===== config.mk =====
export PLATFORM = sky130hd
export DESIGN_NAME = ppc_port_ctrl
export DESIGN_NICKNAME = d
export VERILOG_FILES = /design/src/design/ppc_pkg.sv /design/src/design/ppc_filt.sv /design/src/design/ppc_port_ctrl.sv
export SDC_FILE = /design/constraint.sdc
export NUM_CORES = 1
export LEC_CHECK = 0
export BUFFER_PORTS_ARGS = -buffer_cell sky130_fd_sc_hd__buf_2
export CORE_MARGIN = 8
export CORE_UTILIZATION = 57
export CTS_BUF_LIST = sky130_fd_sc_hd__clkbuf_4 sky130_fd_sc_hd__clkbuf_8
export DETAILED_ROUTE_END_ITERATION = 10
export PLACE_DENSITY = 0.76
export SETUP_SLACK_MARGIN = 0.5
export SLEW_MARGIN = 20
export SYNTH_ARGS = -nofsm -noshare
export SYNTH_HDL_FRONTEND = slang
export SYNTH_HIERARCHICAL = 1
export SYNTH_SLANG_ARGS = --single-unit
export TNS_END_PERCENT = 1

===== constraint.sdc =====
create_clock -name mclk -period 2.85 [get_ports mclk]
set_input_delay 0.1425 -clock mclk [delete_from_list [all_inputs] [get_ports mclk]]
set_output_delay 0.1425 -clock mclk [all_outputs]
set_load 0.01 [all_outputs]

===== src/design/ppc_pkg.sv =====
// Constants, types and carriers for port power and Type-C attach control.
// Assumes one 10 MHz clock and synchronous pin and comparator inputs.
// Summary of operation
// - One shared pin per port: power and sense.
// - Power off drives the shared pin low.
// - Pull-up is off while pin driven low.
// - Power on releases driver, enables pull-up.
// - Low on enabled pin means over-current.
// - Over-current sense is filtered against transients.
// - Power driven by hub logic or processor.
// - Per-port charger-present indication is configurable.
// - PD messages buffered for firmware both ways.
// - Recognise PD class and vendor register requests.
// - CC comparator scans eight DAC thresholds.
// - Sink reports changes in advertised current.
// - Source sees Rd attach and Ra cable.
// - Sink applies Rd, waits for VBUS, classifies.
// - Active cable enables VCONN on other line.
// - Low VCONN voltage on CC flags over-current.
// - Sink attach/detach follows VBUS range comparator.
// - Source confirms VBUS reached the safe 5 V range.
package ppc_pkg;
   // Port count and clock rate.
   localparam int NPORT = 4;
   localparam int CLK_MHZ = 10;
   // Over-current filter time and its cycle count.
   localparam int OC_FILT_US = 100;
   localparam int OC_FILT_CYC = OC_FILT_US * CLK_MHZ;
   // Comparator settle time per DAC step, rounded up to cycles.
   localparam int SETTLE_NS = 1000;
   localparam int SETTLE_CYC = (SETTLE_NS * CLK_MHZ + 999) / 1000;
   // Filter counter width.
   localparam int FW = 12;
   localparam logic [FW-1:0] OC_LIMIT = FW'(OC_FILT_CYC);
   // DAC threshold codes and nominal levels in millivolts.
   localparam int NTHR = 8;
   localparam int DW = 3;
   localparam int THR_MV [7] = '{200, 400, 660, 800, 1230, 1600, 2600};
   localparam logic [DW-1:0] DAC_LAST = 3'h7;
   // CC level is the count of thresholds exceeded.
   localparam int LW = 4;
   localparam logic [LW-1:0] LVL_RA_MAX = 4'h0;
   localparam logic [LW-1:0] LVL_OPEN = 4'h7;
   localparam logic [LW-1:0] LVL_DEF_MAX = 4'h2;
   localparam logic [LW-1:0] LVL_1A5_MAX = 4'h4;
   localparam logic [LW-1:0] LVL_VCONN_MIN = 4'h7;
   localparam logic [LW-1:0] LVL_ALL = 4'h8;
   // PD message buffer depth.
   localparam int BDEPTH = 16;
   localparam int AW = 4;
   // Request codes in the first message byte; values are arbitrary.
   localparam logic [7:0] RC_BATT = 8'h01;
   localparam logic [7:0] RC_FEAT = 8'h02;
   localparam logic [7:0] RC_WREG = 8'h10;
   localparam logic [7:0] RC_RREG = 8'h11;
   localparam logic [7:0] RC_WMEM = 8'h12;
   localparam logic [7:0] RC_RMEM = 8'h13;

   // Advertised source current.
   typedef enum logic [1:0] {ADV_DEF, ADV_1A5, ADV_3A0, ADV_NONE} ppc_adv_t;
   // Kind of the buffered request.
   typedef enum logic [2:0] {
      RQ_NONE, RQ_BATT, RQ_FEAT, RQ_WREG, RQ_RREG, RQ_WMEM, RQ_RMEM, RQ_OTHER
   } ppc_req_t;
   // Attach state.
   typedef enum logic [1:0] {ST_UNATT, ST_PEND, ST_ATT} ppc_att_t;

   // Type-C status carrier.
   typedef struct packed {
      logic attached;
      logic pending;
      logic dfp;
      logic orient_cc2;
      logic active_cable;
      ppc_adv_t adv;
      logic vbus_ok;
   } ppc_tc_stat_t;

   // Type-C pin control carrier.
   typedef struct packed {
      logic rp_en;
      logic rd_en;
      logic [DW-1:0] dac_code;
      logic [1:0] vconn_en;
   } ppc_tc_pins_t;
endpackage


===== src/design/ppc_filt.sv =====
// Digital glitch filter for one level input.
// Assumes the input is synchronous to mclk.
`timescale 1ns/1ps
module ppc_filt import ppc_pkg::*; (
   // Clock and reset.
   input wire logic mclk,
   input wire logic rst,
   // Raw level and number of samples needed to change state.
   input wire logic d,
   input wire logic [FW-1:0] limit,
   // Filtered level.
   output logic q
);
   // Consecutive samples that disagree with the output.
   logic [FW-1:0] cnt_r;
   // Count reaches the limit; a limit of zero acts as one.
   wire logic flip = (d != q) && ((cnt_r + FW'(1)) >= limit);

   // The output changes only after limit disagreeing samples in a row.
   always_ff @(posedge mclk or posedge rst) begin
      if (rst) begin
         cnt_r <= '0;
         q <= 1'b0;
      end else if (d == q || flip) begin
         cnt_r <= '0;
         q <= flip ? d : q;
      end else begin
         cnt_r <= cnt_r + FW'(1);
      end
   end
endmodule


===== src/design/ppc_port_ctrl.sv =====
// Downstream port power control, Type-C attach logic and PD buffers.
// Assumes all pins and comparator outputs are synchronous to mclk.
`timescale 1ns/1ps
module ppc_port_ctrl import ppc_pkg::*; (
   // Clock and reset.
   input wire logic mclk,
   input wire logic rst,
   // Port power requests and configuration.
   input wire logic cpu_mode,
   input wire logic [NPORT-1:0] hub_pwr_req,
   input wire logic [NPORT-1:0] cpu_pwr_req,
   input wire logic [NPORT-1:0] bc_cfg,
   input wire logic [NPORT-1:0] oc_clr,
   // Shared power control and over-current sense pins.
   input wire logic [NPORT-1:0] port_power_sense_pin_i,
   output logic [NPORT-1:0] port_power_sense_pin_o,
   output logic [NPORT-1:0] port_power_sense_pin_oe_n,
   output logic [NPORT-1:0] pin_pullup_en,
   output logic [NPORT-1:0] programmable_function_pin,
   // Port power status.
   output logic [NPORT-1:0] port_pwr_on,
   output logic [NPORT-1:0] oc_flag,
   // Type-C role, comparators and configuration.
   input wire logic role_dfp,
   input wire logic cc1_cmp,
   input wire logic cc2_cmp,
   input wire logic vbus_monitor_safe5v,
   input wire logic vbus_monitor_safe0v,
   input wire logic [FW-1:0] attach_dbnc,
   input wire logic vconn_dis,
   input wire logic vconn_oc_clr,
   // Type-C outputs.
   output ppc_tc_pins_t tc_pins,
   output ppc_tc_stat_t tc_stat,
   output logic adv_change,
   output logic vconn_oc,
   // PD receive path from the host side.
   input wire logic pd_rx_valid,
   input wire logic [7:0] pd_rx_byte,
   input wire logic pd_rx_last,
   output logic pd_rx_ready,
   // Firmware read side of the receive buffer.
   input wire logic [AW-1:0] fw_rx_addr,
   input wire logic fw_rx_done,
   output logic [7:0] fw_rx_data,
   output logic [AW:0] rx_len,
   output logic rx_full,
   output ppc_req_t req_kind,
   // Firmware write side of the transmit buffer.
   input wire logic fw_tx_we,
   input wire logic [AW-1:0] fw_tx_addr,
   input wire logic [7:0] fw_tx_wdata,
   input wire logic [AW:0] fw_tx_len,
   input wire logic fw_tx_go,
   // PD transmit path toward the host side.
   input wire logic pd_tx_ready,
   output logic pd_tx_valid,
   output logic [7:0] pd_tx_byte,
   output logic pd_tx_last,
   output logic tx_busy
);
   // Port power.

   // Power request selected from hub logic or the processor.
   wire logic [NPORT-1:0] pwr_want = cpu_mode ? cpu_pwr_req : hub_pwr_req;
   // A latched over-current keeps the port unpowered.
   wire logic [NPORT-1:0] pwr_nxt = pwr_want & ~oc_flag;
   // Raw over-current: a low on a released pin.
   wire logic [NPORT-1:0] oc_raw = port_power_sense_pin_oe_n & ~port_power_sense_pin_i;
   // Filtered over-current level per port.
   logic [NPORT-1:0] oc_filt;
   // Previous filtered level, for rising edges.
   logic [NPORT-1:0] oc_filt_d_r;
   wire logic [NPORT-1:0] oc_rise = oc_filt & ~oc_filt_d_r;

   // One filter per port ignores short lows such as power-up inrush.
   for (genvar p = 0; p < NPORT; p++) begin : g_oc
      ppc_filt u_oc (
         .mclk(mclk),
         .rst(rst),
         .d(oc_raw[p]),
         .limit(OC_LIMIT),
         .q(oc_filt[p])
      );
   end

   // Pin drive: off drives low with pull-up off, on releases with pull-up.
   always_ff @(posedge mclk or posedge rst) begin
      if (rst) begin
         port_pwr_on <= '0;
         port_power_sense_pin_o <= '0;
         port_power_sense_pin_oe_n <= '0;
         pin_pullup_en <= '0;
         programmable_function_pin <= '0;
      end else begin
         port_pwr_on <= pwr_nxt;
         port_power_sense_pin_o <= '0;
         port_power_sense_pin_oe_n <= pwr_nxt;
         pin_pullup_en <= pwr_nxt;
         programmable_function_pin <= bc_cfg & pwr_nxt;
      end
   end

   // Over-current flags: a new event wins over a clear in the same cycle.
   always_ff @(posedge mclk or posedge rst) begin
      if (rst) begin
         oc_filt_d_r <= '0;
         oc_flag <= '0;
      end else begin
         oc_filt_d_r <= oc_filt;
         oc_flag <= oc_rise | (oc_flag & ~oc_clr);
      end
   end

   // CC threshold scan.

   // Settle counter, DAC code and per-line running levels.
   logic [7:0] set_cnt_r;
   logic [DW-1:0] dac_r;
   logic [LW-1:0] acc1_r;
   logic [LW-1:0] acc2_r;
   logic [LW-1:0] lvl1_r;
   logic [LW-1:0] lvl2_r;
   logic scan_done_r;
   // One step per settle period.
   wire logic step = (set_cnt_r == 8'(SETTLE_CYC - 1));
   wire logic [LW-1:0] code_lvl = LW'(dac_r) + LW'(1);
   // Level includes the threshold being sampled now.
   wire logic [LW-1:0] new1 = cc1_cmp ? code_lvl : acc1_r;
   wire logic [LW-1:0] new2 = cc2_cmp ? code_lvl : acc2_r;
   wire logic last_step = step && (dac_r == DAC_LAST);

   // The DAC walks all eight thresholds; each sweep yields two levels.
   always_ff @(posedge mclk or posedge rst) begin
      if (rst) begin
         set_cnt_r <= '0;
         dac_r <= '0;
         acc1_r <= '0;
         acc2_r <= '0;
         lvl1_r <= LVL_ALL;
         lvl2_r <= LVL_ALL;
         scan_done_r <= 1'b0;
      end else begin
         set_cnt_r <= step ? 8'h00 : set_cnt_r + 8'h01;
         scan_done_r <= last_step;
         if (step) begin
            dac_r <= dac_r + DW'(1);
            acc1_r <= last_step ? '0 : new1;
            acc2_r <= last_step ? '0 : new2;
         end
         if (last_step) begin
            lvl1_r <= new1;
            lvl2_r <= new2;
         end
      end
   end

   // Attach decision.

   // Line classes seen by a source: Rd in the middle, Ra at the bottom.
   wire logic rd1 = (lvl1_r > LVL_RA_MAX) && (lvl1_r < LVL_OPEN);
   wire logic rd2 = (lvl2_r > LVL_RA_MAX) && (lvl2_r < LVL_OPEN);
   wire logic ra1 = (lvl1_r == LVL_RA_MAX);
   wire logic ra2 = (lvl2_r == LVL_RA_MAX);
   // Signalling line is CC2 when only CC2 shows Rd.
   wire logic orient_dfp = rd2 && !rd1;
   // Sink side: signalling line has the higher level.
   wire logic orient_ufp = (lvl2_r > lvl1_r);
   wire logic [LW-1:0] sig_lvl = orient_ufp ? lvl2_r : lvl1_r;
   // Advertised current class from the signalling level.
   wire ppc_adv_t adv_dec = (sig_lvl <= LVL_DEF_MAX) ? ADV_DEF :
                            (sig_lvl <= LVL_1A5_MAX) ? ADV_1A5 : ADV_3A0;
   // Debounced attach level.
   logic att_q;
   // Source attaches on Rd; sink follows the VBUS window.
   wire logic cand_dfp = rd1 || rd2;
   wire logic cand_ufp = vbus_monitor_safe5v || (att_q && !vbus_monitor_safe0v);
   wire logic cand = role_dfp ? cand_dfp : cand_ufp;

   // Attach candidate must hold for the programmed cycle count.
   ppc_filt u_att (
      .mclk(mclk),
      .rst(rst),
      .d(cand),
      .limit(attach_dbnc),
      .q(att_q)
   );

   // Attach state and its registers.
   ppc_att_t st_r;
   ppc_att_t st_nxt;
   logic role_r;

   // Next attach state; pending ends when the debounced level rises or the candidate drops.
   always_comb begin
      st_nxt = st_r;
      unique case (st_r)
         ST_UNATT: begin
            if (cand) begin
               st_nxt = ST_PEND;
            end
         end
         ST_PEND: begin
            if (att_q) begin
               st_nxt = ST_ATT;
            end else if (!cand) begin
               st_nxt = ST_UNATT;
            end
         end
         ST_ATT: begin
            if (!att_q) begin
               st_nxt = ST_UNATT;
            end
         end
      endcase
   end

   // A role change restarts detection from unattached.
   wire logic role_chg = (role_r != role_dfp);
   wire logic entering_att = (st_r == ST_PEND) && (st_nxt == ST_ATT);
   wire logic is_att = (st_r == ST_ATT);

   // State register.
   always_ff @(posedge mclk or posedge rst) begin
      if (rst) begin
         st_r <= ST_UNATT;
         role_r <= 1'b0;
      end else begin
         st_r <= role_chg ? ST_UNATT : st_nxt;
         role_r <= role_dfp;
      end
   end

   // VCONN.

   // VCONN goes to the non-signalling line by default with an active cable.
   wire logic vc_on = role_dfp && is_att && tc_stat.active_cable
                      && !vconn_dis && !vconn_oc;
   wire logic [1:0] vc_nxt = vc_on ? (tc_stat.orient_cc2 ? 2'h1 : 2'h2) : 2'h0;
   // Level of the line carrying VCONN.
   wire logic [LW-1:0] vc_lvl = tc_stat.orient_cc2 ? lvl1_r : lvl2_r;
   // Check armed after one full sweep with VCONN on.
   logic vc_arm_r;
   wire logic vc_fault = vc_arm_r && scan_done_r && (vc_lvl < LVL_VCONN_MIN);

   // VCONN fault flag; a fault wins over a clear in the same cycle.
   always_ff @(posedge mclk or posedge rst) begin
      if (rst) begin
         vc_arm_r <= 1'b0;
         vconn_oc <= 1'b0;
      end else begin
         vc_arm_r <= (tc_pins.vconn_en != 2'h0) && (vc_arm_r || scan_done_r);
         vconn_oc <= vc_fault || (vconn_oc && !vconn_oc_clr);
      end
   end

   // Type-C outputs.

   // Pin controls and status, all from flip-flops.
   always_ff @(posedge mclk or posedge rst) begin
      if (rst) begin
         tc_pins <= '0;
         tc_stat <= '0;
         adv_change <= 1'b0;
      end else begin
         tc_pins.rp_en <= role_dfp;
         tc_pins.rd_en <= !role_dfp;
         tc_pins.dac_code <= dac_r + (step ? DW'(1) : DW'(0));
         tc_pins.vconn_en <= vc_nxt;
         tc_stat.attached <= is_att && !role_chg;
         tc_stat.pending <= (st_r == ST_PEND) && !role_chg;
         tc_stat.dfp <= role_dfp;
         if (entering_att) begin
            tc_stat.orient_cc2 <= role_dfp ? orient_dfp : orient_ufp;
            tc_stat.active_cable <= role_dfp && (orient_dfp ? ra1 : ra2);
         end else if (!is_att) begin
            tc_stat.active_cable <= 1'b0;
         end
         if (!role_dfp && is_att) begin
            tc_stat.adv <= adv_dec;
         end else if (!is_att) begin
            tc_stat.adv <= ADV_NONE;
         end
         adv_change <= !role_dfp && is_att && scan_done_r
                       && (tc_stat.adv != ADV_NONE) && (adv_dec != tc_stat.adv);
         tc_stat.vbus_ok <= is_att && !role_chg && vbus_monitor_safe5v;
      end
   end

   // PD receive buffer.

   // Receive storage and write pointer.
   logic [7:0] rx_mem [BDEPTH];
   logic [AW:0] rx_wptr_r;
   // A byte is taken while the buffer is not holding a message.
   wire logic rx_take = pd_rx_valid && pd_rx_ready && !rx_full;
   wire logic rx_room = (rx_wptr_r < (AW+1)'(BDEPTH));
   // Request kind decoded from the first byte.
   wire ppc_req_t req_dec = (pd_rx_byte == RC_BATT) ? RQ_BATT :
                            (pd_rx_byte == RC_FEAT) ? RQ_FEAT :
                            (pd_rx_byte == RC_WREG) ? RQ_WREG :
                            (pd_rx_byte == RC_RREG) ? RQ_RREG :
                            (pd_rx_byte == RC_WMEM) ? RQ_WMEM :
                            (pd_rx_byte == RC_RMEM) ? RQ_RMEM : RQ_OTHER;
   wire logic [AW:0] rx_cnt_nxt = rx_wptr_r + ((AW+1)'(rx_room));

   // Buffer writes; excess bytes of an over-long message are dropped.
   always_ff @(posedge mclk) begin
      if (rx_take && rx_room) begin
         rx_mem[rx_wptr_r[AW-1:0]] <= pd_rx_byte;
      end
   end

   // Message framing, firmware release and read port.
   always_ff @(posedge mclk or posedge rst) begin
      if (rst) begin
         rx_wptr_r <= '0;
         rx_full <= 1'b0;
         rx_len <= '0;
         req_kind <= RQ_NONE;
         fw_rx_data <= '0;
         pd_rx_ready <= 1'b0;
      end else begin
         fw_rx_data <= rx_mem[fw_rx_addr];
         pd_rx_ready <= !rx_full && !(rx_take && pd_rx_last);
         if (rx_take) begin
            rx_wptr_r <= pd_rx_last ? '0 : rx_cnt_nxt;
            if (rx_wptr_r == '0) begin
               req_kind <= req_dec;
            end
            if (pd_rx_last) begin
               rx_full <= 1'b1;
               rx_len <= rx_cnt_nxt;
            end
         end else if (fw_rx_done && rx_full) begin
            rx_full <= 1'b0;
            rx_len <= '0;
            req_kind <= RQ_NONE;
         end
      end
   end

   // PD transmit buffer.

   // Transmit storage, read index and message length.
   logic [7:0] tx_mem [BDEPTH];
   logic [AW:0] tx_idx_r;
   logic [AW:0] tx_len_r;
   // A start with a non-empty length is taken only when idle.
   wire logic tx_start = fw_tx_go && !tx_busy && (fw_tx_len != '0);
   wire logic tx_adv = pd_tx_valid && pd_tx_ready;
   wire logic [AW:0] tx_idx_nxt = tx_idx_r + (AW+1)'(1);
   wire logic tx_more = (tx_idx_nxt < tx_len_r);

   // Firmware fills the buffer.
   always_ff @(posedge mclk) begin
      if (fw_tx_we) begin
         tx_mem[fw_tx_addr] <= fw_tx_wdata;
      end
   end

   // Stream the buffered response out with valid and ready.
   always_ff @(posedge mclk or posedge rst) begin
      if (rst) begin
         tx_idx_r <= '0;
         tx_len_r <= '0;
         tx_busy <= 1'b0;
         pd_tx_valid <= 1'b0;
         pd_tx_byte <= '0;
         pd_tx_last <= 1'b0;
      end else if (tx_start) begin
         tx_idx_r <= '0;
         tx_len_r <= fw_tx_len;
         tx_busy <= 1'b1;
         pd_tx_valid <= 1'b1;
         pd_tx_byte <= tx_mem[0];
         pd_tx_last <= (fw_tx_len == (AW+1)'(1));
      end else if (tx_adv) begin
         tx_idx_r <= tx_idx_nxt;
         tx_busy <= tx_more;
         pd_tx_valid <= tx_more;
         pd_tx_byte <= tx_mem[tx_idx_nxt[AW-1:0]];
         pd_tx_last <= tx_more && ((tx_idx_nxt + (AW+1)'(1)) == tx_len_r);
      end
   end
endmodule


==> results of run 1 <==
-- cells in the mapped netlist, types with 5 or more instances --
library cell | n | area, um2
xnor2_1 | 46 | 403
o31ai_2 | 5 | 62.6
o31ai_1 | 10 | 75.1
o21ai_1 | 10 | 50.1
xor2_1 | 33 | 289
o211ai_1 | 12 | 90.1
a21oi_1 | 36 | 180
and3_2 | 5 | 37.5
nor2b_1 | 12 | 75.1
nor4_2 | 5 | 62.6
nand2_1 | 95 | 357
edfxtp_1 | 256 | 7690
nand4_2 | 5 | 62.6
clkbuf_1 | 20 | 75.1
buf_2 | 9 | 45.0
and4_4 | 5 | 56.3
buf_1 | 7 | 26.3
ha_1 | 87 | 1090
dfrtp_1 | 169 | 4230
nor2_1 | 67 | 251
buf_6 | 8 | 90.1
mux2i_1 | 19 | 190
o21ai_0 | 37 | 185
a21o_1 | 15 | 113
a211oi_1 | 5 | 37.5
and2_1 | 18 | 113
nand2b_1 | 8 | 50.1
a2111oi_4 | 5 | 138
nand3b_1 | 6 | 45.0
mux4_2 | 80 | 1800
nor3b_1 | 7 | 52.6
nor3b_2 | 45 | 563
a21bo_2 | 5 | 50.1
nand2b_4 | 5 | 68.8
o22ai_1 | 7 | 43.8
nand3_1 | 48 | 240
nand4_1 | 12 | 75.1
buf_4 | 16 | 120
and4_2 | 5 | 50.1
a31oi_1 | 9 | 56.3
inv_1 | 109 | 409
nor3_1 | 35 | 175
o21a_1 | 7 | 52.6
and3_1 | 8 | 50.1
o32a_1 | 5 | 50.1
-- routing by layer --
layer	global-route usage	share of wire
met1	0.258	0.40
met2	0.356	0.51
met3	0.0430	0.066
met4	0.0733	0.021
met5	0	0
-- logic make-up (layout without fill, tap and decap cells) --
group,after synthesis,in the layout
DFF,427,427
and+or+nand+nor,406,406
AOI/OAI and AO/OA,176,176
buffers and inverters,169,522
muxes,102,102
adders and majority gates,87,87
xor gates and xnor gates,81,81
other,2,54
-- report_power, final --
group          internal (mW)  switching [mW]
combinational           1.69            1.63
clock                   2.82            2.38
sequential              6.86           0.233
-- layout make-up --
cell class / instances / area [um2]
clock buffers: 102 / 1250
clock inverters: 20 / 119
repair buffers: 291 / 2120
fillers: 2369 / 10900
inverters: 109 / 417
diodes: 2 / 5.00
well taps: 461 / 577
flip-flops and latches: 427 / 12000
multi-input cells: 904 / 8070
-- metrics by stage --
stage	hold slack, ns	utilization	cells	area, um2
5_1_grt	0.0404	0.693	2316	24500
3_3_place_gp	0.306	0.621	2099	22000
3_5_place_dp	0.305	0.621	2099	22000
4_1_cts	0.00287	0.684	2301	24200
2_1_floorplan	0.0195	-	1500	20500
6_report	0.0666	0.693	2316	24500
-- what timing repair did --
action | in CTS | in global routing
pin swaps | 5 | 21
buffers inserted | 13 | 9
hold buffers | 64 | 0
setup endpoints to repair | 74 | 86
resized for setup | 27 | 43
endpoints found under the hold margin | 417 | 0
gates cloned | 3 | 4
-- sequential cells by signal (all words and copies together) (netlist names), 6 cells and up --
name,count
rx_mem,128
tx_mem,128
g_oc.u_oc/cnt_r,48
u_att/cnt_r,12
fw_rx_data,8
pd_tx_byte,8
set_cnt_r,8
tc_stat,8
tc_pins,6
-- worst min-delay path by stage --
stage                                  endpoint  slack, ns                 startpoint
after floorplan           g_oc[0].u_oc/cnt_r[0]       0.02                        rst
after global placement           g_oc[2].u_oc/q       0.31                        rst
after detailed placement         u_att/cnt_r[2]       0.30                        rst
after CTS                        g_oc[1].u_oc/q      0.003  port_power_sense_pin_i[1]
after global routing             g_oc[1].u_oc/q       0.04  port_power_sense_pin_i[1]
final                            g_oc[1].u_oc/q       0.07  port_power_sense_pin_i[1]
-- worst reg2reg max path, delay by kind of cell (launching register included) --
| kind | cells | cell delay [ns] |
|---|---|---|
| xor gates and xnor gates | 1 | 0.24 |
| DFF | 1 | 0.39 |
| buffers and inverters | 2 | 0.35 |
| adders and majority gates | 1 | 0.16 |
| and+or+nand+nor | 5 | 0.83 |
| AOI/OAI and AO/OA | 1 | 0.28 |
==> impl_metrics.csv, run 1 <==
group,metric,value,unit
layout,layout_common_cells,"256 x edfxtp_1, 156 x dfrtp_1, 144 x buf_2",
outcome,outcome,"completed",
floorplan,start_util,0.575,
critical_path,path_max_fanout,6,
logic_synthesis,synth_adder_area_share,0.0535,
global_route,grt_pass1_vias,13500,
place,place_ws,0.239,ns
layout,layout_commonest_cell,"edfxtp_1",
critical_path,reg2reg_from,"g_oc[2].u_oc/cnt_r[3]",
floorplan,die-area,42000,um2
critical_path,cp-start-kind,"register",
sta,worst_pin_slew,0.921,ns
sta,slew-limit-headroom,0.383,
logic_synthesis,syn_area,20300,um2
route,routed_wl,44.0,mm
critical_path,crit_type,"reg2reg",
logic_synthesis,muxShareOfSynthArea,0.0996,
layout,fin_nets,1967,
min_path,min_path_type,"in2reg",
critical_path,arrival,2.85,ns
layout,areaGrowthSynthToFinish,20.7,%
route,drt_iter0_markers,783,
global_route,grt_use_total,0.207,
power,p_leak,10.3,nW
place,portBuffers,142,
power,ir_worst_vdd,0.450,mV
critical_path,r2r_cells,10,
global_route,grt_pass1_wl,69.2,mm
cts,clock_path_buffers,3,
critical_path,cp_cell_sequence,"buf_4 -> and4_2 -> nand4_1 -> xnor2_2 -> ha_1 -> and4_4 -> nand3_2 -> o31ai_4 -> buf_6 -> nor3b_2",
global_route,overflow,0,
logic_synthesis,synth_top_family_by_area,"simple AND/OR/NAND/NOR gates",
critical_path,crit_path_end_kind,"register",
logic_synthesis,ys_async_sr_fraction,0.400,
sta,hold_violations,0,
floorplan,die_y,205,um
sta,finalSetupViolCount,0,
flow_run,maxCapViolCount,0,
critical_path,cp.required,3.32,ns
sta,finalWorstSetupSlack,0.466,ns
sta,totalNegativeSetupSlack,0,ns
global_route,grt_start_max_net_pins,45,
cts,path_clk_slew,0.06,ns
route,drc,0,
global_route,antenna_found_initial,2,
route,wl_per_cell,19.0,um
power,p_per_area,636,nW/um2
route,drt_first_pass_iters,5,
logic_synthesis,ys_seq_area_frac,0.589,
cts,clk_latency,0.61,ns
critical_path,crit_start,"g_oc[2].u_oc/cnt_r[3]",
floorplan,ios,147,
place,gp_congestion,0.821,
floorplan,dieWidth,205,um
logic_synthesis,synth_compound_area_frac,0.0616,
sta,finalMaxSlewViolations,0,
logic_synthesis,synth_edf_count,256,
route,via_count,12900,
sta,clock.fmax,420,MHz
cts,cts_tree,"yes",
critical_path,cp_slowest_cell,"dfrtp_1",
min_path,min_path_cells,4,
cts,h-tree-depth,3,
cts,cts_made_buffers,70,
logic_synthesis,synthesis.instances,1450,
critical_path,path_depth,10,
logic_synthesis,synth.ff_latch_count,427,
critical_path,reg2reg_to,"g_oc[2].u_oc/cnt_r[9]",
critical_path,max_stage_delay,0.39,ns
route,via_per_inst,5.58,
cts,cts_root_buffer,"clkbuf_8",
sta,period_share,0.836,
logic_synthesis,synth_simple_gate_area_frac,0.123,
sta,finClkSkew,0.0227,ns
cts,clock-sinks,427,
critical_path,endpoint,"g_oc[2].u_oc/cnt_r[9]",
logic_synthesis,synth_xor_area_frac,0.0362,
power,power,15.6,mW
critical_path,cp.buffers_inverters,2,
floorplan,rows,69,
sta,rsz0062_at_grt,"yes",
sta,fin_crit,2.38,ns
place,dp_hpwl,28.6,mm
logic_synthesis,avgSynthCellArea,14.0,um2
logic_synthesis,synth-main-ff-cell,"edfxtp_1",
layout,drive_gt1_frac,0.307,
logic_synthesis,synth.distinct_cells,66,
critical_path,cp_top_family,"simple AND/OR/NAND/NOR gates",
critical_path,reg2reg_slack,0.47,ns
floorplan,core_area,35400,um2
logic_synthesis,yosysWarnings,6,
route,drt.antenna.violating_nets,0,
No activity file was read; power rests on OpenSTA's default activity.
==> run 2, diff against run 1 <==
--- a/config.mk
+++ b/config.mk
@@ -7,10 +7,10 @@
 export LEC_CHECK = 0
 export BUFFER_PORTS_ARGS = -buffer_cell sky130_fd_sc_hd__buf_2
 export CORE_MARGIN = 8
-export CORE_UTILIZATION = 57
+export CORE_UTILIZATION = 59
 export CTS_BUF_LIST = sky130_fd_sc_hd__clkbuf_4 sky130_fd_sc_hd__clkbuf_8
 export DETAILED_ROUTE_END_ITERATION = 10
-export PLACE_DENSITY = 0.76
+export PLACE_DENSITY = 0.75
 export SETUP_SLACK_MARGIN = 0.5
 export SLEW_MARGIN = 20
 export SYNTH_ARGS = -nofsm -noshare
==> constraint.sdc (replaced) <==
create_clock -name mclk -period 2.3 [get_ports mclk]
set_input_delay 0.115 -clock mclk [delete_from_list [all_inputs] [get_ports mclk]]
set_output_delay 0.115 -clock mclk [all_outputs]
set_load 0.01 [all_outputs]
==> impl_metrics.csv, run 2 (synthesis gave the netlist of run 1 again) <==
group,metric,value,unit
outcome,outcome,"finished, violations left",
outcome,violations,"setup timing",
sta,hold_violations,0,
layout,seq_area,12000,um2
place,place_inst,2137,
critical_path,cp-start-kind,"register",
route,drt_first_pass_iters,5,
global_route,grt_pass1_wl,70.9,mm
sta,finalMaxSlewViolations,0,
cts,clock_path_buffers,3,
global_route,overflow,0,
route,met2WireLength,22.1,mm
layout,areaGrowthSynthToFinish,25.1,%
route,drt.antenna.violating_nets,0,
sta,clock.fmax,422,MHz
min_path,min_path_type,"in2reg",
place,gp_congestion,0.883,
layout,layout_common_cells,"256 x edfxtp_1, 155 x dfrtp_1, 142 x buf_2",
floorplan,dieWidth,202,um
route,via_per_inst,5.53,
cts,cts_root_buffer,"clkbuf_8",
floorplan,die_y,202,um
flow_run,maxCapViolCount,0,
place,portBuffers,142,
critical_path,cp_top_family,"simple AND/OR/NAND/NOR gates",
layout,drive_gt1_frac,0.362,
cts,cts_made_buffers,70,
layout,antenna_cells,0,
floorplan,rows,68,
route,wl_met1,18.4,mm
route,drc,0,
route,topRoutingLayerUsed,"met4",
sta,fin_crit,2.37,ns
power,p_per_area,793,nW/um2
place,dp_hpwl,29.4,mm
floorplan,ios,147,
floorplan,die-area,40700,um2
global_route,antenna_found_initial,0,
route,wl_per_cell,18.6,um
floorplan,core_area,34300,um2
global_route,grt_start_max_net_pins,34,
layout,fin_nets,2005,
sta,finalWorstSetupSlack,-0.0677,ns
cts,clock-sinks,427,
layout,layout_commonest_cell,"edfxtp_1",
sta,rsz0062_at_grt,"yes",
cts,cts_tree,"yes",
sta,worst_pin_slew,0.797,ns
critical_path,arrival,2.86,ns
route,drt_iter0_markers,702,
power,p_leak,10.6,nW
sta,slew-limit-headroom,0.466,
cts,path_clk_slew,0.06,ns
place,place_ws,-0.0925,ns
layout,n_fill_cell,2124,
critical_path,cp_cell_sequence,"buf_4 -> and3_2 -> nand3_1 -> xnor2_1 -> ha_1 -> and2_1 -> nand3_4 -> o31ai_4 -> buf_6 -> nor3b_2",
cts,h-tree-depth,3,
sta,finClkSkew,0.0289,ns
critical_path,cp.buffers_inverters,2,
critical_path,max_stage_delay,0.42,ns
route,via_count,13000,
sta,finalSetupViolCount,20,
sta,period_share,1.03,
route,routed_wl,43.8,mm
power,ir_worst_vdd,0.699,mV
layout,final_area,25400,um2
critical_path,crit_type,"reg2reg",
layout,finalNonFillerCells,2352,
critical_path,crit_path_end_kind,"register",
cts,clk_latency,0.61,ns
floorplan,start_util,0.593,
critical_path,path_max_fanout,6,
critical_path,cp_slowest_cell,"dfrtp_1",
global_route,grt_use_total,0.216,
place,placed_area,22300,um2
global_route,grt_pass1_vias,13700,
route,wl_met3,2.60,mm
critical_path,cp.required,2.79,ns
layout,multi_input_area,8450,um2
[run 2: worst reg2reg max path, cell delays in order, from the launching register on]
cell and delay, ns:
dfrtp_1 0.42, buf_4 0.16, and3_2 0.17, nand3_1 0.13, xnor2_1 0.20, ha_1 0.31, and2_1 0.21, nand3_4 0.11
o31ai_4 0.30, buf_6 0.19, nor3b_2 0.06
[run 2: layout make-up]
cell class	count	share of cell area
clock inverter	19	0.00669
timing repair buffer	329	0.0987
inverter	109	0.0164
multi-input combinational	904	0.332
sequential	427	0.471
tap	455	0.0224
clock buffer	109	0.0526
[run 2: power breakdown]
part	total, mW	leakage [nW]	internal [mW]	switching (mW)
clock	6.91	0.799	3.96	2.95
sequential	8.82	4.50	8.50	0.315
combinational	4.45	5.33	2.26	2.19
total	20.2	10.6	14.7	5.46
[run 2: path summary, 6_finish.rpt]
kind,cells after the start,to,slack (ns),from
setup reg to reg,10,u_att/cnt_r[3],-0.07,u_att/cnt_r[2]
min in group asynchronous,3,tx_len_r[4],0.15,rst
max in group asynchronous,4,lvl1_r[3],1.44,rst
hold reg to reg,1,oc_flag[2],0.43,oc_filt_d_r[2]
setup / recovery,10,u_att/cnt_r[3],-0.07,u_att/cnt_r[2]
hold / removal,6,rx_wptr_r[0],0.05,pd_rx_valid
[run 2: per-stage QoR]
stage | utilization | hold WS, ns | setup TNS (ns) | total power [mW]
2_1_floorplan | - | -0.00804 | -4.05 | 11.7
3_3_place_gp | 0.650 | 0.207 | 0 | 12.8
3_5_place_dp | 0.650 | 0.205 | -1.96 | 12.9
4_1_cts | 0.734 | 0.0240 | -0.331 | 20.3
5_1_grt | 0.742 | 0.0450 | -6.01 | 21.2
6_report | 0.742 | 0.0521 | -0.737 | 20.2
[run 2: timing repair]
item / 4_1_cts / 5_1_grt
hold endpoints to repair: 499 / 0
resized for setup: 132 / 60
pin swaps: 116 / 57
setup buffers: 15 / 5
setup endpoints to repair: 209 / 229
cloned: 3 / 0
hold buffers: 64 / 0
[run 2: per-layer routing]
metal / track usage / vias up
met5: 0.00492 / -
met4: 0.0710 / 0
met3: 0.0439 / 64
met2: 0.362 / 368
met1: 0.278 / 6466
li1: - / 6102
